===== config.mk =====
export PLATFORM = sky130hd
export DESIGN_NAME = ue0_ctrl_engine
export DESIGN_NICKNAME = d
export VERILOG_FILES = /design/src/ue0_pkg.sv /design/src/ue0_ctrl_engine.sv
export VERILOG_INCLUDE_DIRS = /design/src
export SDC_FILE = /design/constraint.sdc
export NUM_CORES = 1
export LEC_CHECK = 0
export BUFFER_PORTS_ARGS = -buffer_cell sky130_fd_sc_hd__clkbuf_2
export CAP_MARGIN = 20
export CELL_PAD_IN_SITES_DETAIL_PLACEMENT = 1
export CELL_PAD_IN_SITES_GLOBAL_PLACEMENT = 1
export CORE_MARGIN = 2
export CORE_UTILIZATION = 45
export CTS_CLUSTER_DIAMETER = 40
export DETAILED_ROUTE_END_ITERATION = 8
export GPL_ROUTABILITY_DRIVEN = 1
export HOLD_SLACK_MARGIN = 0.05
export PLACE_DENSITY = 0.84
export SYNTH_ARGS = -nofsm -noshare
export SYNTH_HDL_FRONTEND = slang
export SYNTH_SLANG_ARGS = --single-unit

===== constraint.sdc =====
create_clock -name clk_sys -period 4.16 [get_ports clk_sys]
set_input_delay 0.416 -clock clk_sys [delete_from_list [all_inputs] [get_ports clk_sys]]
set_output_delay 0.416 -clock clk_sys [all_outputs]
set_load 0.05 [all_outputs]

===== src/ue0_params.svh =====
/*
  Constants of the endpoint 0 control engine: register offsets, bit positions,
  reset values and packet sizes. Assumes it is included by bare name only.
*/
`ifndef UE0_PARAMS_SVH
`define UE0_PARAMS_SVH

// register offsets
`define UE0_OFS_EP0_PEND     8'h02
`define UE0_OFS_OUT_IRQ_EN   8'h09
`define UE0_OFS_CMN_IRQ_EN   8'h0B
`define UE0_OFS_EP_SELECT    8'h0E
`define UE0_OFS_EP0_STATUS   8'h11
`define UE0_OFS_EP0_COUNT    8'h16

// enable register layout and reset values
`define UE0_OUT_EN_MASK      8'h06
`define UE0_OUT_EN_RESET     8'h06
`define UE0_CMN_EN_MASK      8'h0F
`define UE0_CMN_EN_RESET     8'h06

// endpoint 0 status register bit positions
`define UE0_B_SRV_SETUP_END  7
`define UE0_B_SRV_OUT_PKT    6
`define UE0_B_STALL_REQ      5
`define UE0_B_SETUP_END      4
`define UE0_B_DATA_END       3
`define UE0_B_SENT_STALL     2
`define UE0_B_IN_PKT_RDY     1
`define UE0_B_OUT_PKT_RDY    0

// packet sizes in bytes
`define UE0_MAX_PKT          7'h40
`define UE0_SETUP_LEN        7'h08

`endif


===== src/ue0_pkg.sv =====
/*
  Types of the endpoint 0 control engine: endpoint mode, token kinds and
  handshake codes. Assumes nothing of its surroundings.
*/
package ue0_pkg;

  typedef enum logic [3:0] {
    MODE_IDLE = 4'b0001,
    MODE_TX   = 4'b0010,
    MODE_RX   = 4'b0100,
    MODE_STAT = 4'b1000
  } ue0_mode_t;

  typedef enum logic [1:0] {
    TOK_SETUP = 2'h0,
    TOK_OUT   = 2'h1,
    TOK_IN    = 2'h2,
    TOK_NONE  = 2'h3
  } ue0_tok_t;

  typedef enum logic [1:0] {
    HS_ACK   = 2'h0,
    HS_NAK   = 2'h1,
    HS_STALL = 2'h2
  } ue0_hs_t;

endpackage

===== src/ue0_ctrl_engine.sv =====
/*
  Endpoint 0 control engine of a full speed USB function: control-transfer
  modes, automatic handshakes and stalls, endpoint 0 flags and interrupt
  enables behind a simple byte register port.
  Assumes a serial engine that decodes tokens and packets for endpoint 0 and
  reports them as one-cycle pulses synchronous to clk_sys, never two of
  tokValid, pktDone and hostAck in the same cycle; FIFO storage lives outside.
*/
`timescale 1ns/100ps
`include "ue0_params.svh"

module ue0_ctrl_engine (
  // clock and reset
  input  wire logic       clk_sys,
  input  wire logic       rst_b,
  // register port
  input  wire logic [7:0] regAddr,
  input  wire logic [7:0] regWrData,
  input  wire logic       regWrStb,
  input  wire logic       regRdStb,
  output logic      [7:0] regRdData_r,
  // serial engine events
  input  wire logic       tokValid,
  input  wire logic [1:0] tokPid,
  input  wire logic       pktDone,
  input  wire logic       pktErr,
  input  wire logic [6:0] pktLen,
  input  wire logic       rxByte,
  input  wire logic       hostAck,
  input  wire logic [6:0] inPktLen,
  // serial engine answers
  output logic            hsValid_r,
  output logic      [1:0] hsCode_r,
  output logic            txStart_r,
  // interrupt sources kept elsewhere
  input  wire logic       ep0IrqEn,
  input  wire logic [2:1] outEpPend,
  input  wire logic [3:0] commonPend,
  output logic            usbIrq_r
);

  ue0_pkg::ue0_mode_t mode_r;
  ue0_pkg::ue0_mode_t modeNxt;
  ue0_pkg::ue0_tok_t  dataTok_r;
  logic [7:0] outEn_r, cmnEn_r, epSel_r, byteCnt_r;
  logic       outRdy_r, inRdy_r, setupEnd_r, data_end_a_r, sentStall_r, stallReq_r, ep0Pend_r;
  logic       txStat_r, txBusy_r;
  logic       evStall, evSuEnd, evOutRdy, evInDone, evStatDone, hsGo, txGo, txStatGo;
  ue0_pkg::ue0_hs_t hsSel;
  logic       wrEp0, wrSel, ep0Sel;

  assign ep0Sel = (epSel_r == 8'h00);
  assign wrSel  = regWrStb && (regAddr == `UE0_OFS_EP0_STATUS);
  // writes to the status register land only with endpoint 0 selected
  assign wrEp0  = wrSel && ep0Sel;

  ////////////////////////////////////////////////////////////////////////////
  // token and packet decisions
  always_comb begin
    evStall    = 1'b0;
    evSuEnd    = 1'b0;
    evOutRdy   = 1'b0;
    evInDone   = 1'b0;
    evStatDone = 1'b0;
    hsGo       = 1'b0;
    hsSel      = ue0_pkg::HS_ACK;
    txGo       = 1'b0;
    txStatGo   = 1'b0;
    modeNxt    = mode_r;
    if (tokValid) begin
      unique case (tokPid)
        ue0_pkg::TOK_SETUP: begin
          if (mode_r != ue0_pkg::MODE_IDLE && !data_end_a_r) begin
            evSuEnd = 1'b1;
          end
          modeNxt = ue0_pkg::MODE_IDLE;
        end
        ue0_pkg::TOK_OUT: begin
          if (stallReq_r) begin
            evStall = 1'b1;
          end else if (mode_r == ue0_pkg::MODE_TX) begin
            evSuEnd = !data_end_a_r;
            modeNxt = data_end_a_r ? ue0_pkg::MODE_STAT : ue0_pkg::MODE_IDLE;
          end else if (mode_r == ue0_pkg::MODE_RX && data_end_a_r) begin
            evStall = 1'b1;
          end else if (mode_r == ue0_pkg::MODE_IDLE) begin
            modeNxt = ue0_pkg::MODE_RX;
          end
        end
        ue0_pkg::TOK_IN: begin
          if (stallReq_r) begin
            evStall = 1'b1;
          end else if (mode_r == ue0_pkg::MODE_RX && !data_end_a_r) begin
            evSuEnd = 1'b1;
            modeNxt = ue0_pkg::MODE_IDLE;
            hsGo    = 1'b1;
            hsSel   = ue0_pkg::HS_NAK;
          end else if (mode_r != ue0_pkg::MODE_TX && data_end_a_r && !inRdy_r) begin
            // status stage of an OUT transfer; a loaded single IN packet goes first
            txStatGo = 1'b1;
          end else if (inRdy_r) begin
            txGo    = 1'b1;
            modeNxt = ue0_pkg::MODE_TX;
          end else if (mode_r == ue0_pkg::MODE_TX && data_end_a_r) begin
            evStall = 1'b1;
          end else begin
            hsGo    = 1'b1;
            hsSel   = ue0_pkg::HS_NAK;
            modeNxt = ue0_pkg::MODE_TX;
          end
        end
        default: begin
        end
      endcase
    end else if (pktDone && !pktErr) begin
      if (dataTok_r == ue0_pkg::TOK_SETUP) begin
        // only 8-byte SETUP data is taken
        if (pktLen == `UE0_SETUP_LEN) begin
          evOutRdy = 1'b1;
          hsGo     = 1'b1;
        end
      end else if (dataTok_r == ue0_pkg::TOK_OUT) begin
        if (pktLen > `UE0_MAX_PKT) begin
          evStall = 1'b1;
        end else if (mode_r == ue0_pkg::MODE_STAT) begin
          evStall    = (pktLen != 7'h00);
          evStatDone = (pktLen == 7'h00);
          hsGo       = (pktLen == 7'h00);
          modeNxt    = ue0_pkg::MODE_IDLE;
        end else if (mode_r == ue0_pkg::MODE_RX) begin
          hsGo     = 1'b1;
          hsSel    = outRdy_r ? ue0_pkg::HS_NAK : ue0_pkg::HS_ACK;
          evOutRdy = !outRdy_r;
          // short or empty packet ends receive mode
          if (!outRdy_r && pktLen < `UE0_MAX_PKT) begin
            modeNxt = ue0_pkg::MODE_IDLE;
          end
        end
      end
    end else if (hostAck && txBusy_r) begin
      if (txStat_r) begin
        modeNxt = ue0_pkg::MODE_IDLE;
      end else begin
        evInDone = 1'b1;
        // short or zero-length packet ends transmit mode
        if (inPktLen < `UE0_MAX_PKT) begin
          modeNxt = data_end_a_r ? ue0_pkg::MODE_STAT : ue0_pkg::MODE_IDLE;
        end
      end
    end
    if (evStall) begin
      hsGo  = 1'b1;
      hsSel = ue0_pkg::HS_STALL;
    end
  end

  ////////////////////////////////////////////////////////////////////////////
  // mode, data context and answers
  always_ff @(posedge clk_sys or negedge rst_b) begin
    if (!rst_b) begin
      mode_r <= ue0_pkg::MODE_IDLE;
    end else begin
      mode_r <= modeNxt;
    end
  end

  always_ff @(posedge clk_sys or negedge rst_b) begin
    if (!rst_b) begin
      dataTok_r <= ue0_pkg::TOK_NONE;
    end else if (tokValid) begin
      dataTok_r <= (tokPid == ue0_pkg::TOK_IN) ? ue0_pkg::TOK_NONE : ue0_pkg::ue0_tok_t'(tokPid);
    end else if (pktDone) begin
      dataTok_r <= ue0_pkg::TOK_NONE;
    end
  end

  always_ff @(posedge clk_sys or negedge rst_b) begin
    if (!rst_b) begin
      hsValid_r <= 1'b0;
      hsCode_r  <= ue0_pkg::HS_ACK;
      txStart_r <= 1'b0;
    end else begin
      hsValid_r <= hsGo;
      hsCode_r  <= hsSel;
      txStart_r <= txGo || txStatGo;
    end
  end

  always_ff @(posedge clk_sys or negedge rst_b) begin
    if (!rst_b) begin
      txBusy_r <= 1'b0;
      txStat_r <= 1'b0;
    end else if (txGo || txStatGo) begin
      txBusy_r <= 1'b1;
      txStat_r <= txStatGo;
    end else if (hostAck || tokValid) begin
      // a lost handshake ends the attempt; the host retries with a new IN
      txBusy_r <= 1'b0;
    end
  end

  ////////////////////////////////////////////////////////////////////////////
  // endpoint 0 flags; hardware set wins over a clear in the same cycle
  always_ff @(posedge clk_sys or negedge rst_b) begin
    if (!rst_b) begin
      outRdy_r <= 1'b0;
    end else if (evOutRdy) begin
      outRdy_r <= 1'b1;
    end else if (wrEp0 && regWrData[`UE0_B_SRV_OUT_PKT]) begin
      outRdy_r <= 1'b0;
    end
  end

  always_ff @(posedge clk_sys or negedge rst_b) begin
    if (!rst_b) begin
      inRdy_r <= 1'b0;
    end else if (wrEp0 && regWrData[`UE0_B_IN_PKT_RDY]) begin
      inRdy_r <= 1'b1;
    end else if (evInDone) begin
      inRdy_r <= 1'b0;
    end
  end

  always_ff @(posedge clk_sys or negedge rst_b) begin
    if (!rst_b) begin
      setupEnd_r <= 1'b0;
    end else if (evSuEnd) begin
      setupEnd_r <= 1'b1;
    end else if (wrEp0 && regWrData[`UE0_B_SRV_SETUP_END]) begin
      setupEnd_r <= 1'b0;
    end
  end

  always_ff @(posedge clk_sys or negedge rst_b) begin
    if (!rst_b) begin
      data_end_a_r <= 1'b0;
    end else if (evStatDone || (hostAck && txBusy_r && txStat_r) || evStall ||
                 (tokValid && tokPid == ue0_pkg::TOK_SETUP)) begin
      // hardware clear at end of transfer
      data_end_a_r <= 1'b0;
    end else if (wrEp0 && regWrData[`UE0_B_DATA_END]) begin
      data_end_a_r <= 1'b1;
    end
  end

  always_ff @(posedge clk_sys or negedge rst_b) begin
    if (!rst_b) begin
      sentStall_r <= 1'b0;
    end else if (evStall) begin
      sentStall_r <= 1'b1;
    end else if (wrEp0 && !regWrData[`UE0_B_SENT_STALL]) begin
      sentStall_r <= 1'b0;
    end
  end

  always_ff @(posedge clk_sys or negedge rst_b) begin
    if (!rst_b) begin
      stallReq_r <= 1'b0;
    end else if (evStall && stallReq_r) begin
      stallReq_r <= 1'b0;
    end else if (wrEp0) begin
      stallReq_r <= regWrData[`UE0_B_STALL_REQ];
    end
  end

  always_ff @(posedge clk_sys or negedge rst_b) begin
    if (!rst_b) begin
      byteCnt_r <= 8'h00;
    end else if (tokValid && tokPid != ue0_pkg::TOK_IN && !outRdy_r) begin
      byteCnt_r <= 8'h00;
    end else if (rxByte && !outRdy_r && dataTok_r != ue0_pkg::TOK_NONE) begin
      byteCnt_r <= byteCnt_r + 8'h01;
    end
  end

  ////////////////////////////////////////////////////////////////////////////
  // interrupt pending and request
  always_ff @(posedge clk_sys or negedge rst_b) begin
    if (!rst_b) begin
      ep0Pend_r <= 1'b0;
    end else if (evOutRdy || evInDone || evStatDone || evStall || evSuEnd) begin
      ep0Pend_r <= 1'b1;
    end else if (regRdStb && regAddr == `UE0_OFS_EP0_PEND) begin
      ep0Pend_r <= 1'b0;
    end
  end

  always_ff @(posedge clk_sys or negedge rst_b) begin
    if (!rst_b) begin
      usbIrq_r <= 1'b0;
    end else begin
      usbIrq_r <= (ep0Pend_r && ep0IrqEn) || |(outEpPend & outEn_r[2:1]) || |(commonPend & cmnEn_r[3:0]);
    end
  end

  ////////////////////////////////////////////////////////////////////////////
  // register port
  always_ff @(posedge clk_sys or negedge rst_b) begin
    if (!rst_b) begin
      outEn_r <= `UE0_OUT_EN_RESET;
      cmnEn_r <= `UE0_CMN_EN_RESET;
      epSel_r <= 8'h00;
    end else if (regWrStb) begin
      if (regAddr == `UE0_OFS_OUT_IRQ_EN) begin
        outEn_r <= regWrData & `UE0_OUT_EN_MASK;
      end
      if (regAddr == `UE0_OFS_CMN_IRQ_EN) begin
        cmnEn_r <= regWrData & `UE0_CMN_EN_MASK;
      end
      if (regAddr == `UE0_OFS_EP_SELECT) begin
        epSel_r <= regWrData;
      end
    end
  end

  always_ff @(posedge clk_sys or negedge rst_b) begin
    if (!rst_b) begin
      regRdData_r <= 8'h00;
    end else if (regRdStb) begin
      unique case (regAddr)
        `UE0_OFS_EP0_PEND:   regRdData_r <= {7'h00, ep0Pend_r};
        `UE0_OFS_OUT_IRQ_EN: regRdData_r <= outEn_r;
        `UE0_OFS_CMN_IRQ_EN: regRdData_r <= cmnEn_r;
        `UE0_OFS_EP_SELECT:  regRdData_r <= epSel_r;
        `UE0_OFS_EP0_STATUS: regRdData_r <= ep0Sel ? {2'b00, stallReq_r, setupEnd_r, data_end_a_r,
                                                      sentStall_r, inRdy_r, outRdy_r} : 8'h00;
        `UE0_OFS_EP0_COUNT:  regRdData_r <= ep0Sel ? byteCnt_r : 8'h00;
        default:             regRdData_r <= 8'h00;
      endcase
    end else begin
      regRdData_r <= 8'h00;
    end
  end
endmodule


# Word-level counts from Yosys, hierarchy flattened
# Index checks and enable logic that the tools add are counted.
# totals
register_bits	50
out_inout_bits	13
# op_classes
n_addsub	1
magnitude_cmp	3
eq_ne	30
mux	127
n_bitwise	2
n_reduce_logical	64
# op_table
cell	count
$mux 1	92
$mux 4	21
$pmux 8 s6	1
$mux 8	4
$logic_and 1x1->1	25
$eq 8x4->1 const B	3
$reduce_bool 2->1	10
$eq 8x5->1 const B	2
$lt 7x7->1 const B	2
$reduce_and 14->1	1
$ne 3x3->1 const B	4
$ne 4x4->1 const B	3
$pmux 4 s3	1
$logic_or 1x1->1	11
$mux 2	5
$add 8x1->8 const B	1
$eq 8x2->1 const B	1
$logic_not 8->1	1
$ne 4x1->1 const B	2
$ne 4x2->1 const B	2
$eq 7x4->1 const B	1
$gt 7x7->1 const B	1
$logic_not 7->1	1
$reduce_bool 7->1	1
22 further kinds	31

# Logic depth before layout (Yosys ltp)
# depth
ltp_word	13
mapped_depth	8
ltp_nobuf	7

# Worst setup path before layout
# OpenSTA, ideal clock, no wires.
# synth_timing
path_type	input-to-reg
from	input tokPid[0]
to	register mode_r[3]
arrival_ps	1777
required_ps	4032
path_slack_ps	2255
stages	7
cell_sequence	inv_1 ha_1 buf_2 nor3b_1 o311ai_0 o211ai_2 mux2_1
# synth_via
elab_chain_len	3
# synth_lines
item	line_no	rtl
start, declared	ue0_ctrl_engine.sv:24	input wire logic [1:0] tokPid,
$eq 2x2->1, or another cell as far along	ue0_ctrl_engine.sv:71	unique case (tokPid)
$ne 5x5->1 (no line), or another cell as far along	--	
$reduce_and 14->1 (no line) or $mux 4 (tied branches)	--	
end signal, assigned	ue0_ctrl_engine.sv:161	mode_r <= ue0_pkg::MODE_IDLE;
end signal, assigned	ue0_ctrl_engine.sv:163	mode_r <= modeNxt;
end, declared	ue0_ctrl_engine.sv:42	ue0_pkg::ue0_mode_t mode_r;
# Several ways; a longest one is shown, not always the timed one.
# A chain may end at the register's enable or synchronous reset.

# Worst setup path after layout
# Ends and elaborated chain as after synthesis.

==> impl_metrics.ini <==
[global_routing]
grt_overflow = 0
grt_pass1_vias = 2665
grt_pass1_wl_um = 13000
grt_max_degree = 51
track_usage_pct = 23.0
antenna_found_initial = 0

[floorplanning]
coreArea_sq_um = 6030
row_count = 28
io_pins = 61
die_area_sq_um = 6970
start_util_pct = 47.2
chipHeight_um = 83.5
dieWidth_um = 83.5

[logic_synthesis]
synth_seq_cells = 50
syn_inst = 281
yosysUniqueCellTypes = 65
synth_common_cells = dfrtp_1 (43), nand2_1 (24), nor2_1 (21)
synthArstFlopShare_pct = 100
synthesis.nets = 335
synth_edf_count = 0
synth.avg_cell_area_sq_um = 10.1
seq_area_frac_synth_pct = 44.3
yosysTopAreaCell = dfrtp_1
yosysMostFrequentCell = dfrtp_1
synth_top_area_share_pct = 37.9
yosysWarnings = 0
synthFlopType = dfrtp_1
synth_area_sq_um = 2840
ys_top_cells_by_area = dfrtp_1 (38%), dfstp_2 (6.5%), mux2_2 (5.9%), nand2_1 (3.2%), a21oi_1 (2.8%)

[critical_path]
path_class = in -> reg
required_ns = 4.36
crit_path_start_kind = input pin
crit_path_end_kind = flip-flop
crit_arrival_ns = 2.14
crit_path_max_fanout = 8

[run_status]
status = finished, final reports clean

[cts]
root_buffer = clkbuf_8
cts_buffers = 5
cts.sink_count = 50
cts-resized-gates = 0
clk_latency_ns = 0.31
clock_path_buffers = 2
h-tree-depth = 2
post_cts_buffers = 0
cts_tree = yes
cts.clk_slew.worst_paths_ns = 0.10
hold_buffers = 0

[placement]
place_congestion = 0.852
dp_hpwl_um = 5880
port-buffer-count = 54
dp_cells = 400

[cells_and_area]
drive_gt1_share_pct = 29.4
area_delta_synth_final_pct = 14.5
finalNonFillerCells = 408
fin_nets = 386
antenna_cells = 0

[routing]
ant_nets = 0
drc = 0
drtIter0Drc = 88
routed_wl_um = 7570
via_per_inst = 5.87
wl_per_cell_um = 18.6
num_vias = 2396
dr.pass1.iters = 4

[pwr]
p_switching_w = 0.000300
p_leak_nw = 1.49
internal-power_w = 0.000764
seqPwrFrac_pct = 51.7
p_comb_share_pct = 14.8
p_per_area_nw_per_um2 = 327
p_sw_share_pct = 28.2
p_clk_share_pct = 33.4
vdd_drop_max_mv = 0.150

[timing]
post-route-min-period_ns = 1.94
fmaxAchievable_mhz = 515
clock_skew_ns = 0.00672
finalCritPeriodShare_pct = 46.7
finalSetupViolCount = 0
slew_viol_final = 0
worstMarginPinSlew_ns = 0.960
slew_headroom_pct = 35.8
fin_tns_setup_ns = 0
finalHoldViolations = 0
rsz0062_at_grt = false

[job]
maxCapViolCount = 0

[worst_hold_path]
hold_path.class = in -> async
[worst max-delay path, cell delays in order]
cell and delay [ns]:
clkbuf_2 0.11, inv_1 0.10, ha_1 0.34, nor2_1 0.10
o311ai_0 0.47, o211ai_2 0.26, mux2_1 0.35
[cells in the final DEF (no fill, tap or decap), types with 2 or more instances in the layout]
| cell type | netlist | final |
|---|---|---|
| ha_1 | 6 | 6 |
| a22o_1 | 3 | 3 |
| nor3_1 | 7 | 7 |
| nand3b_1 | 6 | 6 |
| a21oi_1 | 16 | 16 |
| o22ai_1 | 2 | 2 |
| inv_1 | 7 | 7 |
| dfrtp_1 | 43 | 43 |
| nand2_1 | 24 | 24 |
| mux2_1 | 2 | 2 |
| xor2_1 | 5 | 5 |
| o21ai_2 | 2 | 2 |
| nand3_1 | 7 | 7 |
| a211oi_1 | 2 | 2 |
| and2_1 | 2 | 2 |
| clkbuf_8 | 0 | 5 |
| a32oi_1 | 2 | 2 |
| and3_1 | 4 | 4 |
| xnor2_1 | 3 | 3 |
| nor2b_1 | 5 | 5 |
| nor3_2 | 3 | 3 |
| o21ai_0 | 10 | 10 |
| clkbuf_2 | 0 | 54 |
| nand2b_1 | 3 | 3 |
| a21o_1 | 4 | 4 |
| a22oi_1 | 8 | 8 |
| mux2i_1 | 5 | 5 |
| a31oi_1 | 3 | 3 |
| nor3b_1 | 6 | 6 |
| nor2_1 | 21 | 21 |
| dfstp_2 | 7 | 7 |
| mux2_2 | 15 | 15 |
| nor4b_1 | 3 | 3 |
| and2b_1 | 2 | 2 |
| nand4_1 | 4 | 4 |
[cell type report]
class	count	area, sq um
fillers	721	2770
multi-input cells	212	1480
flip-flops and latches	50	1260
repair buffers	55	278
well taps	75	93.8
clock buffers	5	68.8
clock inverters	3	43.8
inverters	8	30.0
[metal layers]
layer | vias up | GRT usage [%] | routed length (um)
met3 | 18 | 4.06 | 276
met4 | 0 | 8.21 | 192
met5 | - | 0 | 0
met2 | 55 | 39.7 | 3890
met1 | 1193 | 29.2 | 3210
li1 | 1130 | - | -
[power groups by stage]
stage               clock, W  sequential, W  combinational, W
finish              0.000356       0.000551          0.000158
global route        0.000385       0.000555          0.000175
CTS                 0.000364       0.000551          0.000160
detailed placement         0       0.000560          0.000158
global placement           0       0.000557          0.000151
floorplan                  0       0.000557         0.0000921
[state kept, by name, indices dropped and copies added (netlist names), 2 cells and up]
register     count
epSel_r          8
mode_r           4
regRdData_r      8
cmnEn_r          4
hsCode_r         2
outEn_r          2
dataTok_r        2
byteCnt_r        8
[path summary, 6_finish.rpt]
| kind | slack, ns | end | startpoint | depth (start not counted) |
|---|---|---|---|---|
| setup / recovery | 2.22 | mode_r[3] | tokPid[0] | 7 |
| hold / removal | 0.21 | usbIrq_r | rst_b | 2 |
| setup reg to reg | 2.24 | stallReq_r | epSel_r[4] | 5 |
| hold reg to reg | 0.52 | setupEnd_r | setupEnd_r | 1 |
| max in group asynchronous | 3.52 | epSel_r[2] | rst_b | 2 |
| min in group clk_sys | 0.34 | epSel_r[4] | regWrData[4] | 2 |
[kinds of logic (layout without fill, tap and decap cells)]
kind of cell	count (synthesis)	after routing	share of synthesized area, %
compound gates	66	66	16.3
simple gates	109	109	21.9
xor+xnor	8	8	2.46
mux	22	22	8.49
flops	50	50	44.3
fa+ha+maj	7	7	2.99
buf+inv	19	71	3.56
[metrics by stage]
| stage | instance area, sq um | hold slack [ns] | setup slack [ns] | utilization (%) | power [W] |
|---|---|---|---|---|---|
| 4_1_cts | 3260 | 0.239 | 2.19 | 54.0 | 0.00107 |
| 5_1_grt | 3260 | 0.266 | 2.06 | 54.0 | 0.00112 |
| 2_1_floorplan | 2840 | 0.120 | 2.26 | - | 0.000649 |
| 6_report | 3260 | 0.210 | 2.22 | 54.0 | 0.00106 |
| 3_3_place_gp | 3140 | 0.484 | 1.98 | 52.2 | 0.000708 |
| 3_5_place_dp | 3140 | 0.499 | 1.86 | 52.2 | 0.000718 |
Note: power is estimated with default switching activity, not from simulation.
